## src/logic/cmpr_pkg.sv

```systemverilog
// Shared constants and carrier types for the reset and configuration-check block
package cmpr_pkg;

    // Width of one configuration word
    localparam int CFG_W = 16;
    // Oscillator edges counted before the power-up timer expires
    localparam int POWER_UP_TICKS = 1024;
    // Position of the mismatch flag inside the reset control byte
    localparam int FLAG_POS = 5;
    // Flag value after a power-on reset: no mismatch seen
    localparam logic FLAG_RESET = 1'b1;
    // Osc-in edges per half period of the quarter-rate clock, minus one
    localparam logic DIV_LAST = 1'b1;
    // Number of pin-side inputs passed through synchronisers
    localparam int SYNC_N = 4;
    // Synchroniser slot of each pin input
    localparam int S_POR = 0;
    localparam int S_CLEAR = 1;
    localparam int S_RC = 2;
    localparam int S_OSC = 3;

    // Sequencer states
    typedef enum logic [1:0] {ST_POR, ST_TIMER, ST_RELOAD, ST_RUN} cmpr_state_e;

    // Soft-side hard reset causes, all on the system clock
    typedef struct packed {
        logic watchdogTimeout;
        logic resetInstr;
        logic stackEvent;
    } cmpr_cause_s;

    // Oscillator pin configuration
    typedef struct packed {
        logic rcMode;
        logic oscPinsClock;
    } cmpr_osc_s;

endpackage

```

## src/logic/cmpr_reset_seq.sv

```systemverilog
// Reset sequencer with configuration mismatch check, power-up hold and clock pins
`timescale 1ns/1ns
module cmpr_reset_seq
    import cmpr_pkg::*;
#(
    parameter int unsigned TIMER_TICKS = POWER_UP_TICKS
)(
    input wire logic sys_clk,
    input wire logic rst,
    input wire logic powerOnPulse,
    input wire logic master_clear_n,
    input wire logic internal_rc_osc,
    input wire logic osc_in_pin,
    input wire cmpr_cause_s causes,
    input wire cmpr_osc_s oscCfg,
    input wire logic [CFG_W-1:0] flashCfg,
    input wire logic [CFG_W-1:0] liveUpset,
    input wire logic [CFG_W-1:0] shadowUpset,
    output logic deviceReset,
    output logic [7:0] reset_control_reg,
    output logic [CFG_W-1:0] cfgWords,
    output logic osc_out_pin,
    output logic oscOutEn,
    output logic [1:0] portDigitalEn
);

    // Two-stage synchronisers plus a third stage used only for edge detection
    logic [SYNC_N-1:0] sync1_q;
    logic [SYNC_N-1:0] sync2_q;
    logic [SYNC_N-1:0] sync3_q;

    // Pin inputs pass two flops before any logic looks at them
    genvar gi;
    generate
        for (gi = 0; gi < SYNC_N; gi++)
        begin : g_sync
            always_ff @(posedge sys_clk)
            begin
                if (rst)
                begin
                    // Power-on slot resets active, so no false release follows reset
                    sync1_q[gi] <= (gi == S_POR) ? 1'b1 : 1'b0;
                    sync2_q[gi] <= (gi == S_POR) ? 1'b1 : 1'b0;
                    sync3_q[gi] <= (gi == S_POR) ? 1'b1 : 1'b0;
                end
                else
                begin
                    sync1_q[gi] <= gi == S_POR ? powerOnPulse :
                                   gi == S_CLEAR ? master_clear_n :
                                   gi == S_RC ? internal_rc_osc : osc_in_pin;
                    sync2_q[gi] <= sync1_q[gi];
                    sync3_q[gi] <= sync2_q[gi];
                end
            end
        end
    endgenerate

    // Synchronised levels and rising edges
    logic porActive;
    logic clearHigh;
    logic rcTick;
    logic oscRise;
    assign porActive = sync2_q[S_POR];
    assign clearHigh = sync2_q[S_CLEAR];
    assign rcTick = sync2_q[S_RC] & ~sync3_q[S_RC];
    assign oscRise = sync2_q[S_OSC] & ~sync3_q[S_OSC];

    // Power-up timer
    logic timerDone;
    cmpr_pwr_timer #(
        .TICKS(TIMER_TICKS)
    ) u_timer (
        .sys_clk(sys_clk),
        .rst(rst),
        .porActive(porActive),
        .rcTick(rcTick),
        .expired(timerDone)
    );

    // Sequencer, configuration copies and mismatch flag
    cmpr_state_e state_q;
    cmpr_state_e state_d;
    logic [CFG_W-1:0] live_q;
    logic [CFG_W-1:0] live_d;
    logic [CFG_W-1:0] shadow_q;
    logic [CFG_W-1:0] shadow_d;
    logic flag_q;
    logic flag_d;
    logic mismatch;
    logic hardEvent;

    // Shadow holds the complement, so agreement means live equals inverted shadow
    assign mismatch = (live_q != ~shadow_q);
    // Any hard cause while running, mismatch among them
    assign hardEvent = !clearHigh || (|causes) || mismatch;

    // Next-state and data for the sequencer
    always_comb
    begin
        state_d = state_q;
        live_d = live_q;
        shadow_d = shadow_q;
        flag_d = flag_q;
        case (state_q)
            ST_POR:
            begin
                // Wait for the power-on pulse to clear
                if (!porActive)
                begin
                    state_d = ST_TIMER;
                end
            end
            ST_TIMER:
            begin
                // Master clear does not stop the timer; it only delays run
                if (timerDone)
                begin
                    state_d = ST_RELOAD;
                end
            end
            ST_RELOAD:
            begin
                // Fresh copies from flash; shadow stored inverted
                live_d = flashCfg;
                shadow_d = ~flashCfg;
                if (clearHigh)
                begin
                    state_d = ST_RUN;
                end
            end
            ST_RUN:
            begin
                // Disturbances act on the stored copies only while running
                live_d = live_q ^ liveUpset;
                shadow_d = shadow_q ^ shadowUpset;
                if (mismatch)
                begin
                    flag_d = 1'b0;
                end
                if (hardEvent)
                begin
                    state_d = ST_RELOAD;
                end
            end
            default:
            begin
                state_d = ST_POR;
            end
        endcase
        // A new power-on pulse restarts the whole sequence
        if (porActive)
        begin
            state_d = ST_POR;
        end
    end

    // Sequencer registers; flag is touched only by power-on reset and mismatch
    always_ff @(posedge sys_clk)
    begin
        if (rst)
        begin
            state_q <= ST_POR;
            live_q <= '0;
            shadow_q <= '1;
            flag_q <= FLAG_RESET;
        end
        else
        begin
            state_q <= state_d;
            live_q <= live_d;
            shadow_q <= shadow_d;
            flag_q <= flag_d;
        end
    end

    // Quarter-rate clock: toggle every second osc-in rising edge
    logic div_q;
    logic div_d;
    logic quarter_q;
    logic quarter_d;
    logic portEn_q;
    logic portEn_d;

    // Divider and pin-function next values
    always_comb
    begin
        div_d = div_q;
        quarter_d = quarter_q;
        if (oscRise)
        begin
            div_d = ~div_q;
            if (div_q == DIV_LAST)
            begin
                quarter_d = ~quarter_q;
            end
        end
        // Port bits give way whenever the pins carry the oscillator
        portEn_d = ~oscCfg.oscPinsClock;
    end

    // Divider and pin-function registers
    always_ff @(posedge sys_clk)
    begin
        if (rst)
        begin
            div_q <= 1'b0;
            quarter_q <= 1'b0;
            portEn_q <= 1'b0;
        end
        else
        begin
            div_q <= div_d;
            quarter_q <= quarter_d;
            portEn_q <= portEn_d;
        end
    end

    // Outputs
    assign deviceReset = (state_q != ST_RUN);
    assign reset_control_reg = 8'(flag_q) << FLAG_POS;
    assign cfgWords = live_q;
    assign osc_out_pin = quarter_q & oscCfg.rcMode;
    assign oscOutEn = oscCfg.rcMode;
    assign portDigitalEn = {portEn_q, portEn_q};
endmodule

```

## src/logic/cmpr_pwr_timer.sv

```systemverilog
// Power-up timer: counts internal RC oscillator edges after the power-on pulse
`timescale 1ns/1ns
module cmpr_pwr_timer
    import cmpr_pkg::*;
#(
    parameter int unsigned TICKS = POWER_UP_TICKS
)(
    input wire logic sys_clk,
    input wire logic rst,
    input wire logic porActive,
    input wire logic rcTick,
    output logic expired
);

    localparam int CW = $clog2(TICKS + 1);
    localparam logic [CW-1:0] LAST = CW'(TICKS);

    // Count of RC edges since the power-on pulse cleared
    logic [CW-1:0] cnt_q;
    logic [CW-1:0] cnt_d;

    // Next count: restart under the power-on pulse, step on each RC edge until LAST
    always_comb
    begin
        cnt_d = cnt_q;
        if (porActive)
        begin
            cnt_d = '0;
        end
        else if (rcTick && cnt_q != LAST)
        begin
            // No enable input exists, so the timer can never be turned off
            cnt_d = cnt_q + CW'(1);
        end
    end

    // Counter register
    always_ff @(posedge sys_clk)
    begin
        if (rst)
        begin
            cnt_q <= '0;
        end
        else
        begin
            cnt_q <= cnt_d;
        end
    end

    assign expired = (cnt_q == LAST);
endmodule

```

## config.mk

```make
export PLATFORM = sky130hd
export DESIGN_NAME = cmpr_reset_seq
export DESIGN_NICKNAME = d
export VERILOG_FILES = /design/src/logic/cmpr_pkg.sv /design/src/logic/cmpr_reset_seq.sv /design/src/logic/cmpr_pwr_timer.sv
export SDC_FILE = /design/constraint.sdc
export NUM_CORES = 1
export LEC_CHECK = 0
export BUFFER_PORTS_ARGS = -buffer_cell sky130_fd_sc_hd__buf_2
export CORE_ASPECT_RATIO = 0.7
export CORE_MARGIN = 4
export CORE_UTILIZATION = 52
export DETAILED_ROUTE_END_ITERATION = 16
export PLACE_DENSITY_LB_ADDON = 0.15
export SKIP_CTS_REPAIR_TIMING = 1
export SLEW_MARGIN = 20
export SYNTH_ARGS = -nofsm -noshare
export SYNTH_HDL_FRONTEND = slang
export SYNTH_SLANG_ARGS = --single-unit
```

## constraint.sdc

```tcl
create_clock -name sys_clk -period 2.05 [get_ports sys_clk]
set_clock_uncertainty 0.2 [all_clocks]
set_input_delay 0.41 -clock sys_clk [delete_from_list [all_inputs] [get_ports sys_clk]]
set_output_delay 0.41 -clock sys_clk [all_outputs]
set_load 0.01 [all_outputs]
```

==> results.py, run 1 <==
metrics = {
    "pwr": {
        "p_sw_mw": 0.574,
        "ir_drop_mv": 0.502,
        "power_per_cell_area_mw_per_mm2": 680,
        "comb_power_share": 0.053,
        "clockPowerShare": 0.480,
        "leakagePower_nw": 1.36,
        "internal_power_mw": 1.91,
        "switching_share": 0.231,
        "p_seq_frac": 0.468,
    },
    "routing": {
        "firstDrtPassIters": 4,
        "avgViaCountPerCell": 5.55,
        "postRouteWirelength_mm": 7.49,
        "via_count": 2802,
        "wl_per_cell_um": 14.8,
        "first_iter_violations": 165,
        "drcViolationCount": 0,
        "drt.antenna.violating_nets": 0,
    },
    "global_routing": {
        "grt_max_degree": 54,
        "first_global_vias": 2525,
        "grt_use_total": 0.216,
        "antenna_found_initial": 0,
        "grt-ovfl-total": 0,
        "grt_pass1_wl_mm": 12.3,
    },
    "worst_setup_path": {
        "path_max_fanout": 53,
        "cp_data_arrival_time_ps": 1310,
        "cp_top_family": "buffers and inverters",
        "endpoint_kind": "output port",
        "cpPeakStageDelay_ps": 340,
        "crit_required_ps": 1440,
        "crit_type": "register to output port",
        "crit_buf_inv": 2,
        "start_kind": "register",
        "path_cells": "buf_6 -> nand2_1 -> buf_2",
        "crit_slowest_cell": "dfxtp_2",
    },
    "placed_design": {
        "dp_hpwl_mm": 5.19,
        "placed_cells": 489,
        "io_buffers": 80,
        "gp_congestion": 0.778,
        "placed_cell_area_mm2": 0.00342,
    },
    "synth": {
        "synth_warnings": 0,
        "async_flop_share": 0,
        "synth-main-ff-cell": "dfxtp_1",
        "syn_inst": 356,
        "syn_area_mm2": 0.00302,
        "synth-seq-cells": 59,
        "synth_edf_count": 0,
        "synth.avg_cell_area_um2": 8.48,
        "synth.distinct_cells": 41,
        "yosysSeqAreaShare": 0.391,
    },
    "worst_hold_path": {
        "hold_class": "primary input to register",
    },
    "floorplan": {
        "initial_core_util": 0.557,
        "rows": 22,
        "dieArea_mm2": 0.00711,
        "die_w_um": 99.1,
        "floorplan.die.height_um": 71.8,
        "core-area_mm2": 0.00542,
        "io-pin-count": 88,
    },
    "final_layout": {
        "n_antenna_cell": 0,
        "fin_area_mm2": 0.00365,
        "fin_cells": 505,
        "final_core_util": 0.674,
        "final_common_cell": "buf_2",
        "final_cell_mix": "80 x buf_2, 58 x dfxtp_1, 49 x nor2_1",
        "finalNetCount": 489,
        "area_growth_pct": 21.0,
        "drive_gt1_frac": 0.256,
    },
    "clocking": {
        "max-clock-path-buffers": 2,
        "clkTransAtPathRegs_ps": 70,
        "clock_sinks": 59,
        "clock_latency_ps": 340,
        "cts_buffers": 9,
        "cts_root_buf": "clkbuf_8",
        "h-tree-depth": 3,
        "cts_tree": "built",
    },
    "timing": {
        "worst_pin_slew_ps": 500,
        "period_minus_slack_ps": 1920,
        "setup_tns_ps": 0,
        "rsz0062_at_grt": "false",
        "hold_slack_ps": 27.4,
        "slew_headroom": 0.664,
        "finalCritPeriodShare": 0.938,
        "hold_viol_final": 0,
        "setup_viol": 0,
        "max_freq_mhz": 520,
        "drv_slew": 0,
    },
    "outcome": {
        "outcome": "complete, no violations",
    },
    "flow_run": {
        "drv_cap": 0,
    },
}
[per-stage QoR]
stage          setup slack, ps  power, mW
2_1_floorplan              377       1.25
6_report                   127       2.48
3_5_place_dp               126       1.32
5_1_grt                   37.3       2.58
4_1_cts                  -5.21       2.50
3_3_place_gp               161       1.32
[cell type report]
class,instances,area (µm²)
clock buffers,9,124
clock inverters,7,101
fillers,475,1770
inverters,5,18.8
multi-input cells,268,1680
flip-flops and latches,59,1180
well taps,72,90.1
repair buffers,85,454
[worst paths after layout]
check              startpoint  cells past startpoint               end  slack [ps]
max                state_q[1]                      3       deviceReset         130
min                 oscCfg[0]                      2          portEn_q          30
max reg2reg  u_timer.cnt_q[0]                      6  u_timer.cnt_q[2]         240
min reg2reg        sync1_q[0]                      1         porActive         210
[cells by family (layout without fill, tap and decap cells)]
| family | after synthesis | after routing | synth area share |
|---|---|---|---|
| AO/OA/AOI/OAI | 76 | 76 | 0.176 |
| XOR/XNOR | 25 | 25 | 0.0725 |
| adder cells (fa/ha/maj) | 2 | 2 | 0.00828 |
| buffers and inverters | 35 | 106 | 0.0605 |
| flip-flops | 59 | 59 | 0.391 |
| multiplexers | 2 | 2 | 0.00663 |
| other | 1 | 7 | 0.00124 |
| AND/OR/NAND/NOR | 156 | 156 | 0.283 |
[sequential cells by signal (all words and copies together), names as in the netlist]
register / cells
cfgWords: 16
clearHigh: 1
div_q: 1
flag_q: 1
porActive: 1
portEn_q: 1
quarter_q: 1
shadow_q: 16
state_q: 2
sync1_q: 4
sync2_q: 2
sync3_q: 2
u_timer.cnt_q: 11
[synth_stat cells, types with 2 or more instances]
cell	count	area share
dfxtp_1	59	0.39
nor2_1	49	0.061
a221oi_1	31	0.090
xnor2_1	21	0.061
a21oi_1	19	0.031
nand3_1	18	0.030
o21ai_0	17	0.028
or2_1	16	0.033
nand3b_1	15	0.037
nand2b_1	14	0.029
buf_4	11	0.027
nand2_1	9	0.011
nor2b_1	9	0.019
buf_2	8	0.013
clkbuf_1	8	0.0099
nand4_1	6	0.012
nor4_1	6	0.012
xor2_1	4	0.012
buf_1	3	0.0037
inv_1	3	0.0037
o21ai_1	3	0.0050
or2_2	3	0.0062
and2_1	2	0.0041
ha_1	2	0.0083
inv_2	2	0.0025
mux2i_1	2	0.0066
or3_1	2	0.0041
[power groups by stage]
stage / combinational (mW) / sequential [mW] / clock, mW
floorplan: 0.0594 / 1.19 / 0
global placement: 0.128 / 1.19 / 0
detailed placement: 0.130 / 1.19 / 0
CTS: 0.130 / 1.16 / 1.21
global route: 0.144 / 1.16 / 1.28
finish: 0.131 / 1.16 / 1.19
[layer usage]
| layer | track usage | vias to the layer above | share of wire |
|---|---|---|---|
| li1 | - | 1400 | - |
| met1 | 0.304 | 1281 | 0.48 |
| met4 | 0.0409 | 0 | 0.0064 |
| met5 | 0 | - | 0 |
| met3 | 0.0827 | 4 | 0.10 |
| met2 | 0.315 | 117 | 0.42 |
Note: power is estimated with default switching activity, not from simulation.
==> run 2: changes to the inputs <==
Settings changed: BUFFER_PORTS_ARGS -buffer_cell sky130_fd_sc_hd__buf_2 to default, CORE_UTILIZATION 52 to 50, DONT_BUFFER_PORTS from default to 1.
==> results.py, run 2 (synthesis results as in run 1) <==
metrics = {
    "worst_setup_path": {
        "crit_type": "register to register",
        "crit_required_ps": 2080,
        "start_kind": "register",
        "path_max_fanout": 4,
        "endpoint_kind": "register",
        "cp_data_arrival_time_ps": 1850,
    },
    "routing": {
        "firstDrtPassIters": 4,
        "drt.antenna.violating_nets": 0,
        "highest_layer": "met4",
        "postRouteWirelength_mm": 7.09,
        "avgViaCountPerCell": 5.70,
        "dr_wl_met2_mm": 2.87,
        "drcViolationCount": 0,
        "via_count": 2478,
        "first_iter_violations": 188,
        "wl_per_cell_um": 16.3,
        "wl_met3_um": 787,
        "drt-met1-wl_mm": 3.38,
    },
    "clocking": {
        "clkTransAtPathRegs_ps": 70,
        "cts_root_buf": "clkbuf_8",
        "cts_buffers": 9,
        "h-tree-depth": 3,
        "clock_latency_ps": 340,
        "cts_tree": "built",
        "clock_sinks": 59,
        "max-clock-path-buffers": 2,
    },
    "global_routing": {
        "grt_max_degree": 50,
        "antenna_found_initial": 0,
        "first_global_vias": 2209,
        "grt-ovfl-total": 0,
        "grt_use_total": 0.195,
        "grt_pass1_wl_mm": 11.3,
    },
    "timing": {
        "drv_slew": 0,
        "setup_viol": 0,
        "hold_viol_final": 0,
        "finalCritPeriodShare": 0.884,
        "hold_slack_ps": 12.9,
        "rsz0062_at_grt": "false",
        "max_freq_mhz": 552,
        "period_minus_slack_ps": 1810,
        "setup_tns_ps": 0,
    },
    "pwr": {
        "leakagePower_nw": 1.03,
        "power_per_cell_area_mw_per_mm2": 663,
        "ir_drop_mv": 0.383,
    },
    "floorplan": {
        "die_w_um": 101,
        "io-pin-count": 88,
        "initial_core_util": 0.522,
        "core-area_mm2": 0.00578,
        "floorplan.die.height_um": 73.0,
        "dieArea_mm2": 0.00737,
        "rows": 23,
    },
    "final_layout": {
        "final_common_cell": "dfxtp_1",
        "final_cell_mix": "58 x dfxtp_1, 49 x nor2_1, 31 x a221oi_1",
        "final-seq-area_mm2": 0.00118,
        "fin_cells": 435,
        "area_growth_pct": 8.41,
        "multiInputGateArea_mm2": 0.00168,
        "finalNetCount": 416,
        "fill_cells": 518,
        "n_antenna_cell": 0,
        "fin_area_mm2": 0.00327,
        "drive_gt1_frac": 0.0972,
    },
    "placed_design": {
        "io_buffers": 0,
        "placed_cells": 415,
        "dp_hpwl_mm": 4.98,
        "gp_congestion": 0.821,
        "placed_cell_area_mm2": 0.00305,
    },
    "outcome": {
        "outcome": "complete, no violations",
    },
    "worst_hold_path": {
        "hold_class": "primary input to register",
    },
    "flow_run": {
        "drv_cap": 0,
    },
}
run 2: cell types whose count changed in the layout (fill, tap and decap cells not counted), sizes merged:
cell / delta
buf: -76
dlygate4sd3: +3
bufinv: -2
clkinv: +1
clkinvlp: +1
run 2: worst paths after layout:
check,startpoint,endpoint,slack (ps),cells after the start
setup / recovery,u_timer.cnt_q[0],u_timer.cnt_q[2],240,6
hold / removal,osc_in_pin,sync1_q[3],10,1
setup reg to reg,u_timer.cnt_q[0],u_timer.cnt_q[2],240,6
hold reg to reg,sync1_q[0],porActive,210,1
run 2: cell type report:
| cell class | instances | share of cell area |
|---|---|---|
| multi-input combinational | 268 | 0.513 |
| tap | 75 | 0.0287 |
| inverter | 5 | 0.00573 |
| sequential | 59 | 0.361 |
| timing repair buffer | 12 | 0.0374 |
| clock buffer | 9 | 0.0378 |
| clock inverter | 7 | 0.0164 |
run 2: critical path: stages (launching register included):
cell and delay [ps]:
dfxtp_1 390, inv_1 60, ha_1 190, nor4bb_4 160
a311oi_4 380, a21oi_1 130, a31o_1 200
run 2: metal layers:
layer,track usage,vias to the layer above
li1,-,1248
met1,0.277,1125
met2,0.265,98
met3,0.0812,7
met4,0.0619,0
met5,0,-
run 2: report_power, final:
group / internal, mW / switching [mW] / total [mW]
Clock: 0.443 / 0.504 / 0.947
Combinational: 0.0263 / 0.0349 / 0.0612
Sequential: 1.16 / 0.00640 / 1.16
run 2: stage by stage:
| stage | setup slack [ps] | power [mW] | utilization |
|---|---|---|---|
| global placement | 310 | 1.23 | 0.527 |
| floorplan | 377 | 1.25 | - |
| CTS | 244 | 2.18 | 0.557 |
| global route | 121 | 2.26 | 0.566 |
| finish | 237 | 2.17 | 0.566 |
| detailed placement | 258 | 1.23 | 0.527 |
==> run 3: changes to the inputs <==
==> constraint.sdc (replaced) <==
create_clock -name sys_clk -period 2.05 [get_ports sys_clk]
set_clock_uncertainty 0.2 [all_clocks]
set_input_delay 0.1025 -clock sys_clk [delete_from_list [all_inputs] [get_ports sys_clk]]
set_output_delay 0.1025 -clock sys_clk [all_outputs]
set_load 0.01 [all_outputs]
==> results.py, run 3 (synthesis results as in run 1) <==
metrics = {
    "worst_setup_path": {
        "crit_type": "register to register",
        "regToRegEndpoint": "u_timer.cnt_q[2]",
        "crit_required_ps": 2090,
        "startpoint": "u_timer.cnt_q[0]",
        "path_max_fanout": 4,
        "timing.rr.start": "u_timer.cnt_q[0]",
        "start_kind": "register",
        "cp_data_arrival_time_ps": 1820,
        "worstRegToRegCells": 6,
        "rrSetupSlack_ps": 260,
        "endpoint_kind": "register",
    },
    "flow_run": {
        "drv_cap": 0,
    },
    "routing": {
        "drcViolationCount": 0,
        "wl_per_cell_um": 16.8,
        "firstDrtPassIters": 4,
        "drt.antenna.violating_nets": 0,
        "dr_wl_met2_mm": 3.39,
        "postRouteWirelength_mm": 7.92,
        "via_count": 2735,
        "highest_layer": "met4",
        "wl_met3_um": 833,
        "first_iter_violations": 211,
        "drt-met1-wl_mm": 3.58,
        "avgViaCountPerCell": 5.79,
    },
    "timing": {
        "drv_slew": 0,
        "worst_slack_ps": 262,
        "setup_tns_ps": 0,
        "max_freq_mhz": 559,
        "setup_viol": 0,
        "rsz0062_at_grt": "false",
        "period_minus_slack_ps": 1790,
        "hold_viol_final": 9,
        "finalCritPeriodShare": 0.872,
        "hold_slack_ps": -43.1,
    },
    "global_routing": {
        "grt_use_total": 0.205,
        "grt_max_degree": 50,
        "first_global_vias": 2307,
        "grt-ovfl-total": 0,
        "antenna_found_initial": 0,
        "grt_pass1_wl_mm": 11.8,
    },
    "clocking": {
        "cts_tree": "built",
        "cts_root_buf": "clkbuf_8",
        "cts_buffers": 9,
        "clock_latency_ps": 340,
        "max-clock-path-buffers": 2,
        "clkTransAtPathRegs_ps": 70,
        "h-tree-depth": 3,
        "clock_sinks": 59,
    },
    "placed_design": {
        "placed_cell_area_mm2": 0.00304,
        "dp_hpwl_mm": 5.16,
        "gp_congestion": 0.845,
        "io_buffers": 0,
        "placed_cells": 416,
        "place_ws_ps": 261,
    },
    "final_layout": {
        "final_common_cell": "dfxtp_1",
        "finalNetCount": 454,
        "final_core_util": 0.636,
        "fin_area_mm2": 0.00368,
        "final_cell_mix": "58 x dfxtp_1, 49 x nor2_1, 40 x dlygate4sd3_1",
        "area_growth_pct": 21.7,
        "n_antenna_cell": 0,
        "drive_gt1_frac": 0.0882,
        "fill_cells": 484,
        "fin_cells": 472,
    },
    "floorplan": {
        "initial_core_util": 0.522,
        "floorplan.die.height_um": 73.0,
        "dieArea_mm2": 0.00737,
        "io-pin-count": 88,
        "rows": 23,
        "die_w_um": 101,
        "core-area_mm2": 0.00578,
    },
    "outcome": {
        "outcome": "complete, but fails checks",
        "violations": "hold timing",
    },
    "worst_hold_path": {
        "hold_class": "primary input to register",
        "hold_path_startpoint": "liveUpset[5]",
        "min_path_cells": 4,
        "holdPathEnd": "cfgWords[5]",
    },
    "pwr": {
        "ir_drop_mv": 0.366,
        "leakagePower_nw": 1.22,
        "power_per_cell_area_mw_per_mm2": 668,
    },
}
==> run 3: critical path, stage by stage (launching register included) <==
cell and delay, ps:
dfxtp_1 390, inv_1 60, ha_1 190, nor4bb_4 160, a311oi_4 370, a21oi_1 120
a31o_1 190
==> run 3: through the flow <==
stage	hold WS (ps)	total power [mW]
final	-43.1	2.46
after global routing	5.02	2.55
after CTS	-385	2.40
after detailed placement	-24.7	1.23
after global placement	-26.3	1.23
after floorplan	-25.1	1.25
==> run 3: worst max-delay path by stage <==
stage	endpoint	slack, ps	cells after the start
floorplan	u_timer.cnt_q[2]	380	6
global placement	u_timer.cnt_q[2]	310	6
detailed placement	u_timer.cnt_q[2]	260	6
CTS	u_timer.cnt_q[2]	260	6
global route	u_timer.cnt_q[2]	140	6
finish	u_timer.cnt_q[2]	260	6
==> run 3: power breakdown <==
part / internal (mW) / switching (mW) / total, mW / leakage, nW
logic: 0.0720 / 0.0536 / 0.126 / 0.628
clock network: 0.706 / 0.460 / 1.17 / 0.108
registers: 1.16 / 0.00779 / 1.17 / 0.479
total: 1.94 / 0.521 / 2.46 / 1.22
==> run 3: layout make-up <==
cell class                      count  area [µm²]  share of cell area
Clock inverter                      5        77.6              0.0211
Clock buffer                       10         138              0.0374
Timing Repair Buffer               50         488               0.133
Inverter                            5        18.8             0.00510
Tap cell                           75        93.8              0.0255
Multi-Input combinational cell    268        1680               0.457
Sequential cell                    59        1180               0.322
==> run 3: layer usage <==
layer / up-vias / track usage
met5: - / 0
met4: 0 / 0.0428
met3: 10 / 0.0974
met2: 129 / 0.295
met1: 1262 / 0.282
li1: 1334 / -
